`src/hw/timer0_pkg.sv`:
```
// Shared constants and types of the 8-bit timer with compare output.
// Assumes an 8-bit processor I/O bus with separate I/O and data spaces.
package timer0_pkg;

	localparam logic [6:0] ADDR_COMPARE   = 7'h23;
	localparam logic [6:0] ADDR_COUNTER   = 7'h24;
	localparam logic [6:0] ADDR_CONTROL   = 7'h25;
	localparam logic [6:0] ADDR_FLAGS     = 7'h36;
	localparam logic [6:0] ADDR_MASK      = 7'h37;
	localparam logic [6:0] DATA_SPACE_OFS = 7'h20;
	localparam logic [6:0] IO_SPACE_LAST  = 7'h3f;

	localparam logic [7:0] RESET_BYTE = 8'h00;
	localparam logic [7:0] TOP_MAX    = 8'hff;
	localparam logic [7:0] BOTTOM     = 8'h00;

	localparam int CTL_FORCE_BIT = 7;
	localparam int CTL_WGM0_BIT  = 6;
	localparam int CTL_COM_HI    = 5;
	localparam int CTL_COM_LO    = 4;
	localparam int CTL_WGM1_BIT  = 3;
	localparam int CTL_CS_HI     = 2;
	localparam int FLAG_CMP_BIT  = 1;
	localparam int FLAG_OVF_BIT  = 0;

	localparam logic [2:0] CS_STOP    = 3'h0;
	localparam logic [2:0] CS_DIV1    = 3'h1;
	localparam logic [2:0] CS_DIV8    = 3'h2;
	localparam logic [2:0] CS_DIV64   = 3'h3;
	localparam logic [2:0] CS_DIV256  = 3'h4;
	localparam logic [2:0] CS_DIV1024 = 3'h5;
	localparam logic [2:0] CS_EXT_A   = 3'h6;
	localparam logic [2:0] CS_EXT_B   = 3'h7;

	localparam int PRESCALE_W = 10;
	localparam logic [9:0] DIV8_MASK    = 10'h007;
	localparam logic [9:0] DIV64_MASK   = 10'h03f;
	localparam logic [9:0] DIV256_MASK  = 10'h0ff;
	localparam logic [9:0] DIV1024_MASK = 10'h3ff;

	localparam logic [1:0] COM_OFF    = 2'h0;
	localparam logic [1:0] COM_TOGGLE = 2'h1;
	localparam logic [1:0] COM_CLEAR  = 2'h2;
	localparam logic [1:0] COM_SET    = 2'h3;

	typedef enum logic [1:0] {
		WM_NORMAL,
		WM_PHASE,
		WM_CTC,
		WM_FAST
	} wave_mode_type;

	typedef enum logic {DIR_UP, DIR_DOWN} dir_type;

	typedef enum logic [2:0] {
		SEL_NONE,
		SEL_COMPARE,
		SEL_COUNTER,
		SEL_CONTROL,
		SEL_FLAGS,
		SEL_MASK
	} reg_sel_type;

	typedef struct packed {
		logic       rd;
		logic       wr;
		logic       data_space;
		logic [6:0] addr;
		logic [7:0] wdata;
	} io_req_type;

endpackage

```
`src/hw/timer0_compare_output_regs.sv`:
```
// 8-bit timer/counter with compare output unit and its registers.
// Assumes a single-cycle I/O bus request and synchronous pin inputs.
`timescale 1ns/1ns
module timer0_compare_output_regs import timer0_pkg::*; (
	input  wire logic       CLK,
	input  wire logic       ARST_N,
	input  wire io_req_type IO_REQ,
	input  wire logic       GIE,
	input  wire logic       CMP_VEC_ACK,
	input  wire logic       OVF_VEC_ACK,
	input  wire logic       EXT_COUNT_PIN,
	input  wire logic       PORT_DATA,
	input  wire logic       DIR_BIT,
	output logic [7:0]      IO_RDATA,
	output logic            CMP_IRQ,
	output logic            OVF_IRQ,
	output logic            WAVE_PIN_O,
	output logic            WAVE_PIN_OE
);

	logic [7:0]    compare_reg;
	logic [7:0]    count_reg;
	logic [7:0]    count_next;
	logic [6:0]    ctl_reg;
	logic [1:0]    flags_reg;
	logic [1:0]    mask_reg;
	dir_type       dir_reg;
	dir_type       dir_next;
	logic          block_reg;
	logic          oc_reg;
	logic          oc_next;
	logic          ext_s1_reg;
	logic          ext_s2_reg;
	logic          ext_s3_reg;
	logic          ext_fall;
	logic          tick;
	logic          ovf_evt;
	logic          cmp_evt;
	reg_sel_type   sel;
	wave_mode_type mode;
	logic [1:0]    com;
	logic          at_max;
	logic          at_bottom;
	logic          equal;
	logic          ignore_match;
	logic          force_wr;
	logic          wr_counter;
	logic          wr_control;
	logic          clr_cmp;
	logic          clr_ovf;

	function automatic reg_sel_type decode(input io_req_type r);
		logic [6:0] ofs;
		ofs = r.data_space ? r.addr - DATA_SPACE_OFS : r.addr;
		if (r.data_space && r.addr < DATA_SPACE_OFS) begin
			ofs = IO_SPACE_LAST;
		end
		case (ofs)
			ADDR_COMPARE: return SEL_COMPARE;
			ADDR_COUNTER: return SEL_COUNTER;
			ADDR_CONTROL: return SEL_CONTROL;
			ADDR_FLAGS:   return SEL_FLAGS;
			ADDR_MASK:    return SEL_MASK;
			default:      return SEL_NONE;
		endcase
	endfunction

	function automatic logic apply(input logic oc, input logic [1:0] code);
		case (code)
			COM_TOGGLE: return ~oc;
			COM_CLEAR:  return 1'b0;
			COM_SET:    return 1'b1;
			default:    return oc;
		endcase
	endfunction

	assign sel = decode(IO_REQ);
	assign wr_counter = IO_REQ.wr && sel == SEL_COUNTER;
	assign wr_control = IO_REQ.wr && sel == SEL_CONTROL;
	assign mode = wave_mode_type'({ctl_reg[CTL_WGM1_BIT],
		ctl_reg[CTL_WGM0_BIT]});
	assign com = ctl_reg[CTL_COM_HI:CTL_COM_LO];
	assign at_max = count_reg == TOP_MAX;
	assign at_bottom = count_reg == BOTTOM;
	assign equal = count_reg == compare_reg;
	assign cmp_evt = tick && equal && !block_reg;
	assign ignore_match = compare_reg == TOP_MAX && com[1];
	assign force_wr = wr_control && IO_REQ.wdata[CTL_FORCE_BIT]
		&& (mode == WM_NORMAL || mode == WM_CTC);
	assign clr_cmp = (IO_REQ.wr && sel == SEL_FLAGS
		&& IO_REQ.wdata[FLAG_CMP_BIT]) || CMP_VEC_ACK;
	assign clr_ovf = (IO_REQ.wr && sel == SEL_FLAGS
		&& IO_REQ.wdata[FLAG_OVF_BIT]) || OVF_VEC_ACK;

	// The pin is sampled whatever its direction, so software driving it
	// as an output still advances the counter.
	always_ff @(posedge CLK or negedge ARST_N) begin
		if (!ARST_N) begin
			ext_s1_reg <= 1'b0;
			ext_s2_reg <= 1'b0;
			ext_s3_reg <= 1'b0;
		end else begin
			ext_s1_reg <= EXT_COUNT_PIN;
			ext_s2_reg <= ext_s1_reg;
			ext_s3_reg <= ext_s2_reg;
		end
	end

	assign ext_fall = ext_s3_reg && !ext_s2_reg;

	timer0_prescaler u_prescaler (
		.clk      (CLK),
		.arst_n   (ARST_N),
		.clk_sel  (ctl_reg[CTL_CS_HI:0]),
		.ext_fall (ext_fall),
		.tick     (tick)
	);

	always_comb begin
		count_next = count_reg;
		dir_next = dir_reg;
		ovf_evt = 1'b0;
		if (wr_counter) begin
			count_next = IO_REQ.wdata;
		end else if (tick) begin
			case (mode)
				WM_PHASE: begin
					if (dir_reg == DIR_UP) begin
						if (at_max) begin
							dir_next = DIR_DOWN;
							count_next = count_reg - 8'h01;
						end else begin
							count_next = count_reg + 8'h01;
						end
					end else if (at_bottom) begin
						dir_next = DIR_UP;
						count_next = count_reg + 8'h01;
						ovf_evt = 1'b1;
					end else begin
						count_next = count_reg - 8'h01;
					end
				end
				WM_CTC: begin
					count_next = cmp_evt ? BOTTOM : count_reg + 8'h01;
					ovf_evt = at_max && !cmp_evt;
				end
				default: begin
					count_next = count_reg + 8'h01;
					ovf_evt = at_max;
				end
			endcase
		end
	end

	always_ff @(posedge CLK or negedge ARST_N) begin
		if (!ARST_N) begin
			count_reg <= RESET_BYTE;
			dir_reg <= DIR_UP;
		end else begin
			count_reg <= count_next;
			dir_reg <= (mode == WM_PHASE) ? dir_next : DIR_UP;
		end
	end

	// Held until the next timer tick, so a slow prescale still blocks.
	always_ff @(posedge CLK or negedge ARST_N) begin
		if (!ARST_N) begin
			block_reg <= 1'b0;
		end else if (wr_counter) begin
			block_reg <= 1'b1;
		end else if (tick) begin
			block_reg <= 1'b0;
		end
	end

	always_comb begin
		oc_next = oc_reg;
		case (mode)
			WM_FAST: begin
				if (tick && at_max && com[1]) begin
					oc_next = apply(oc_reg, {1'b1, ~com[0]});
				end else if (cmp_evt && com[1] && !ignore_match) begin
					oc_next = apply(oc_reg, com);
				end
			end
			WM_PHASE: begin
				if (com[1] && cmp_evt && !ignore_match) begin
					oc_next = (dir_reg == DIR_UP) ? apply(oc_reg, com)
						: apply(oc_reg, {1'b1, ~com[0]});
				end else if (com[1] && ignore_match && tick && at_max
					&& dir_reg == DIR_UP) begin
					oc_next = apply(oc_reg, {1'b1, ~com[0]});
				end
			end
			default: begin
				if (force_wr || cmp_evt) begin
					oc_next = apply(oc_reg, com);
				end
			end
		endcase
	end

	always_ff @(posedge CLK or negedge ARST_N) begin
		if (!ARST_N) begin
			oc_reg <= 1'b0;
		end else begin
			oc_reg <= oc_next;
		end
	end

	always_ff @(posedge CLK or negedge ARST_N) begin
		if (!ARST_N) begin
			WAVE_PIN_O <= 1'b0;
			WAVE_PIN_OE <= 1'b0;
		end else begin
			WAVE_PIN_O <= (com != COM_OFF) ? oc_reg : PORT_DATA;
			WAVE_PIN_OE <= DIR_BIT;
		end
	end

	always_ff @(posedge CLK or negedge ARST_N) begin
		if (!ARST_N) begin
			compare_reg <= RESET_BYTE;
			ctl_reg <= RESET_BYTE[6:0];
			mask_reg <= RESET_BYTE[1:0];
		end else if (IO_REQ.wr) begin
			if (sel == SEL_COMPARE) begin
				compare_reg <= IO_REQ.wdata;
			end
			if (sel == SEL_CONTROL) begin
				ctl_reg <= IO_REQ.wdata[6:0];
			end
			if (sel == SEL_MASK) begin
				mask_reg <= IO_REQ.wdata[1:0];
			end
		end
	end

	// Hardware set is ORed in after the clear so an event is never lost.
	always_ff @(posedge CLK or negedge ARST_N) begin
		if (!ARST_N) begin
			flags_reg <= RESET_BYTE[1:0];
		end else begin
			flags_reg[FLAG_CMP_BIT] <= cmp_evt
				|| (flags_reg[FLAG_CMP_BIT] && !clr_cmp);
			flags_reg[FLAG_OVF_BIT] <= ovf_evt
				|| (flags_reg[FLAG_OVF_BIT] && !clr_ovf);
		end
	end

	always_ff @(posedge CLK or negedge ARST_N) begin
		if (!ARST_N) begin
			CMP_IRQ <= 1'b0;
			OVF_IRQ <= 1'b0;
		end else begin
			CMP_IRQ <= flags_reg[FLAG_CMP_BIT] && mask_reg[FLAG_CMP_BIT]
				&& GIE;
			OVF_IRQ <= flags_reg[FLAG_OVF_BIT] && mask_reg[FLAG_OVF_BIT]
				&& GIE;
		end
	end

	always_ff @(posedge CLK or negedge ARST_N) begin
		if (!ARST_N) begin
			IO_RDATA <= RESET_BYTE;
		end else if (IO_REQ.rd) begin
			case (sel)
				SEL_COMPARE: IO_RDATA <= compare_reg;
				SEL_COUNTER: IO_RDATA <= count_reg;
				SEL_CONTROL: IO_RDATA <= {1'b0, ctl_reg};
				SEL_FLAGS:   IO_RDATA <= {6'h00, flags_reg};
				SEL_MASK:    IO_RDATA <= {6'h00, mask_reg};
				default:     IO_RDATA <= RESET_BYTE;
			endcase
		end else begin
			IO_RDATA <= RESET_BYTE;
		end
	end
endmodule // timer0_compare_output_regs

```
`src/hw/timer0_prescaler.sv`:
```
// Clock-select prescaler: turns the selected source into a tick pulse.
// Assumes ext_fall is already a one-cycle synchronous edge pulse.
`timescale 1ns/1ns
module timer0_prescaler import timer0_pkg::*; (
	input  wire logic       clk,
	input  wire logic       arst_n,
	input  wire logic [2:0] clk_sel,
	input  wire logic       ext_fall,
	output logic            tick
);

	logic [PRESCALE_W-1:0] pre_cnt_reg;

	function automatic logic hit(input logic [9:0] cnt,
		input logic [9:0] mask);
		return (cnt & mask) == mask;
	endfunction

	// Free running; the taps share one counter, so a rate change takes
	// effect at the next tap boundary rather than restarting the period.
	always_ff @(posedge clk or negedge arst_n) begin
		if (!arst_n) begin
			pre_cnt_reg <= '0;
		end else begin
			pre_cnt_reg <= pre_cnt_reg + 10'h001;
		end
	end

	always_ff @(posedge clk or negedge arst_n) begin
		if (!arst_n) begin
			tick <= 1'b0;
		end else begin
			case (clk_sel)
				CS_STOP:    tick <= 1'b0;
				CS_DIV1:    tick <= 1'b1;
				CS_DIV8:    tick <= hit(pre_cnt_reg, DIV8_MASK);
				CS_DIV64:   tick <= hit(pre_cnt_reg, DIV64_MASK);
				CS_DIV256:  tick <= hit(pre_cnt_reg, DIV256_MASK);
				CS_DIV1024: tick <= hit(pre_cnt_reg, DIV1024_MASK);
				default:    tick <= ext_fall;
			endcase
		end
	end
endmodule // timer0_prescaler

```
`config.mk`:
```
export PLATFORM = sky130hd
export DESIGN_NAME = timer0_compare_output_regs
export DESIGN_NICKNAME = d
export VERILOG_FILES = /design/src/hw/timer0_pkg.sv /design/src/hw/timer0_compare_output_regs.sv /design/src/hw/timer0_prescaler.sv
export SDC_FILE = /design/constraint.sdc
export NUM_CORES = 1
export LEC_CHECK = 0
export BUFFER_PORTS_ARGS = -buffer_cell sky130_fd_sc_hd__buf_2
export CORE_MARGIN = 5
export CORE_UTILIZATION = 50
export DETAILED_ROUTE_END_ITERATION = 7
export GPL_ROUTABILITY_DRIVEN = 0
export MAX_ROUTING_LAYER = met4
export PLACE_DENSITY = 0.78
export SYNTH_ARGS = -nofsm -noshare
export SYNTH_HDL_FRONTEND = slang
export SYNTH_SLANG_ARGS = --single-unit
```
`constraint.sdc`:
```
create_clock -name CLK -period 3.79 [get_ports CLK]
set_input_delay 0.758 -clock CLK [delete_from_list [all_inputs] [get_ports CLK]]
set_output_delay 0.758 -clock CLK [all_outputs]
set_load 0.005 [all_outputs]
```
==> metrics.log <==
[metrics] port bufs: 37
[metrics] fillcell total: 578
[metrics] antenna cell count: 0
[metrics] number of setup violations in the final report: 0
[metrics] top cell family by delay on the critical path: simple AND/OR/NAND/NOR gates
[metrics] cts repair resizes: 0
[metrics] Largest register FFs: 10
[metrics] top library cells by usage in the layout, fill and taps aside: 56 x sky130_fd_sc_hd__dfrtp_1, 37 x sky130_fd_sc_hd__buf_2, 31 x sky130_fd_sc_hd__nor2_1
[metrics] startpoint class of the critical path: input pin
[metrics] Avg Vias per Cell: 6.00
[metrics] shortest clock period the worst path allows after layout: 2.40 ns
[metrics] power density over the cells: 455 nW/um^2
[metrics] worst setup slack after layout: 1.39 ns
[metrics] Worst Hold Class: reg -> reg
[metrics] die footprint: 8320 sq um
[metrics] root buffer cell: sky130_fd_sc_hd__clkbuf_8
[metrics] result of the run: finished, final reports clean
[metrics] Placed Instance Area: 3510 sq um
[metrics] fraction of registers with async set/reset: 100%
[metrics] Hold WS: 0.361 ns
[metrics] flops & latches, synth: 56
[metrics] slew at the pin closest to its max-slew limit: 1.15 ns
[metrics] share of layout cells above drive strength 1: 23.6%
[metrics] final net count: 400
[metrics] I/O pins: 38
[metrics] synth unique cells: 60
[metrics] count of TritonRoute iterations in the first routing pass: 5
[metrics] relative slew slack: 23.4%
[metrics] part of the Yosys area used for sequential elements: 42.5%
[metrics] Worst IR Drop VDD: 0.000300 V
[metrics] # DRC: 0
[metrics] total CTS buffers: 5
[metrics] Post-synth EDFFs: 0
[metrics] source-to-sink clock delay at the later pin of the worst-skew pair: 0.33 ns
[metrics] grt total ovfl: 0
[metrics] Initial Utilization: 51.7%
[metrics] Worst-path clk slew: 0.11 ns
[metrics] Register Area: 1400 sq um
[metrics] count of endpoints failing hold in the final timing report: 0
[metrics] total track usage: 20.2%
[metrics] final worst path period share: 63.4%
[metrics] post-detailed-route count of antenna-violating nets: 0
[metrics] post-detailed-placement half-perimeter wirelength: 5.80 mm
[metrics] category of the critical setup timing path: in -> reg
[metrics] max-cap check violation count: 0
[metrics] antenna violations before repair: 0
[metrics] Data required, critical path: 4.01 ns
[metrics] Synth Area per Inst: 9.94 sq um
[metrics] Multi-input gate area: 1750 sq um
[metrics] number of non-filler instances in the completed layout: 442
[metrics] Core Area: 6390 sq um
[metrics] largest fanout of any net on the critical path: 10
[metrics] total nets after synthesis: 368
[metrics] nature of the critical path endpoint: register
[metrics] setup TNS: 0 ns
[metrics] critical-path cell list: buf_2, inv_1, ha_1, and4bb_4, o211a_1, nand3_1, mux2_2
[metrics] clock skew: 0.00830 ns
[metrics] Post-CTS Setup Repair Bufs: 0
[metrics] Max Buffers Root-to-Sink: 2
[metrics] slowest cell delay on critical path: 0.39 ns
[metrics] post-synthesis cell area: 3300 sq um
[metrics] CP Data Arrival Time: 2.62 ns
[metrics] number of instances in the synthesized netlist: 332
[metrics] leading cell type in the layout, fill and taps excluded: sky130_fd_sc_hd__dfrtp_1
[metrics] leakage power figure: 1.64 nW
[metrics] routed length per instance: 17.6 um
[metrics] CP bufs+invs: 2
[metrics] number of rows created at floorplan: 29
[metrics] Chip Width: 91.2 um
[metrics] first-pass GRT wire length: 13.2 mm
[metrics] Placed Cells: 434
[metrics] setup repair after global routing missed its margin: no
[metrics] count of clock tree sinks: 56
[metrics] clock tree from TritonCTS: yes
[metrics] wire length after detailed routing: 7.79 mm
[metrics] crit path max-delay cell type: sky130_fd_sc_hd__mux2_2
[metrics] final design area excluding fillers: 3610 sq um
[metrics] DR iter-0 viols: 278
[metrics] # hold bufs at CTS: 0
[metrics] number of warnings printed during yosys synthesis: 0
[metrics] vias post-DR: 2653
[metrics] post-synthesis to final-layout area growth: 9.52%
[metrics] number of slew-limit violations in the final report: 0
[metrics] most instantiated flip-flop cell in the synthesis netlist: sky130_fd_sc_hd__dfrtp_1
[metrics] maximum operating frequency: 416 MHz
[metrics] number of global-route vias before repair: 2630
[metrics] pin count of the biggest net entering global routing: 53
[metrics] Post-Place Worst Slack: 1.07 ns
[metrics] number of H-tree levels: 2
[metrics] die extent in y: 91.2 um
-- logic make-up (layout without fill, tap and decap cells) --
kind of cell	after synthesis	count (layout)	synth area share (%)
buffers and inverters	32	65	4.51
flip-flops	56	56	42.5
multiplexers	23	23	7.81
AO/OA/AOI/OAI	83	83	18.2
XOR/XNOR	21	21	5.57
AND/OR/NAND/NOR	107	107	17.6
adder cells (fa/ha/maj)	10	10	3.79
-- per-stage QoR --
stage	util, %	power [mW]
6_report	56.6	1.64
5_1_grt	56.6	1.75
4_1_cts	56.6	1.65
3_5_place_dp	55.0	1.28
3_3_place_gp	55.0	1.27
2_1_floorplan	-	1.18
-- worst reg2reg max path: stages (launching register included) --
cell and delay, ns:
sky130_fd_sc_hd__dfrtp_1 0.50, sky130_fd_sc_hd__ha_1 0.31, sky130_fd_sc_hd__nand4_4 0.18, sky130_fd_sc_hd__nor3_4 0.36, sky130_fd_sc_hd__o211ai_2 0.22, sky130_fd_sc_hd__o21bai_2 0.21, sky130_fd_sc_hd__nor2_1 0.07, sky130_fd_sc_hd__o41ai_2 0.27
-- worst paths after layout --
kind | startpoint | endpoint | slack (ns) | depth (start not counted)
min reg2reg | ext_s1_reg | ext_s2_reg | 0.36 | 0
min | ext_s1_reg | ext_s2_reg | 0.36 | 0
min in group asynchronous | ARST_N | u_prescaler.pre_cnt_reg[5] | 0.63 | 1
max reg2reg | count_reg[1] | count_reg[5] | 1.59 | 7
max in group asynchronous | ARST_N | ctl_reg[5] | 2.41 | 2
max | IO_REQ[13] | ctl_reg[1] | 1.39 | 7
-- where the power goes --
group	internal, mW	total [mW]	switching [mW]
clock	0.140	0.361	0.222
combinational	0.211	0.460	0.248
sequential	0.663	0.824	0.161
-- cell usage after synthesis, types with 3 or more instances --
library cell | number | area [sq um]
sky130_fd_sc_hd__nand2b_1 | 6 | 37.5
sky130_fd_sc_hd__a22oi_1 | 7 | 52.6
sky130_fd_sc_hd__o31ai_1 | 4 | 30.0
sky130_fd_sc_hd__a21o_1 | 3 | 22.5
sky130_fd_sc_hd__nor2_1 | 31 | 116
sky130_fd_sc_hd__buf_2 | 5 | 25.0
sky130_fd_sc_hd__o21ai_0 | 24 | 120
sky130_fd_sc_hd__clkbuf_1 | 4 | 15.0
sky130_fd_sc_hd__nor3_1 | 3 | 15.0
sky130_fd_sc_hd__ha_1 | 10 | 125
sky130_fd_sc_hd__nand4_1 | 5 | 31.3
sky130_fd_sc_hd__xor2_1 | 11 | 96.3
sky130_fd_sc_hd__nand2_1 | 24 | 90.1
sky130_fd_sc_hd__inv_1 | 19 | 71.3
sky130_fd_sc_hd__dfrtp_1 | 56 | 1400
sky130_fd_sc_hd__and2_1 | 3 | 18.8
sky130_fd_sc_hd__nand3_1 | 14 | 70.1
sky130_fd_sc_hd__mux2_2 | 22 | 248
sky130_fd_sc_hd__a21oi_1 | 16 | 80.1
sky130_fd_sc_hd__xnor2_1 | 10 | 87.6
sky130_fd_sc_hd__o2111ai_2 | 3 | 45.0
sky130_fd_sc_hd__and3_1 | 6 | 37.5
-- area by class of cell --
cell class                      count  share of cell area (%)
Multi-Input combinational cell    244                    48.4
Sequential cell                    56                    38.8
Timing Repair Buffer               38                    5.33
Tap cell                           77                    2.67
Inverter                           19                    1.97
Clock buffer                        5                    1.90
Clock inverter                      3                   0.935
-- per-layer routing --
layer	vias to the layer above	global-route usage [%]	part of all wire (%)
li1	1252	-	-
met1	1295	26.2	45
met2	99	31.7	48
met3	7	4.46	6.2
met4	0	6.11	1.4
met5	-	-	0
Note: power is estimated with default switching activity, not from simulation.
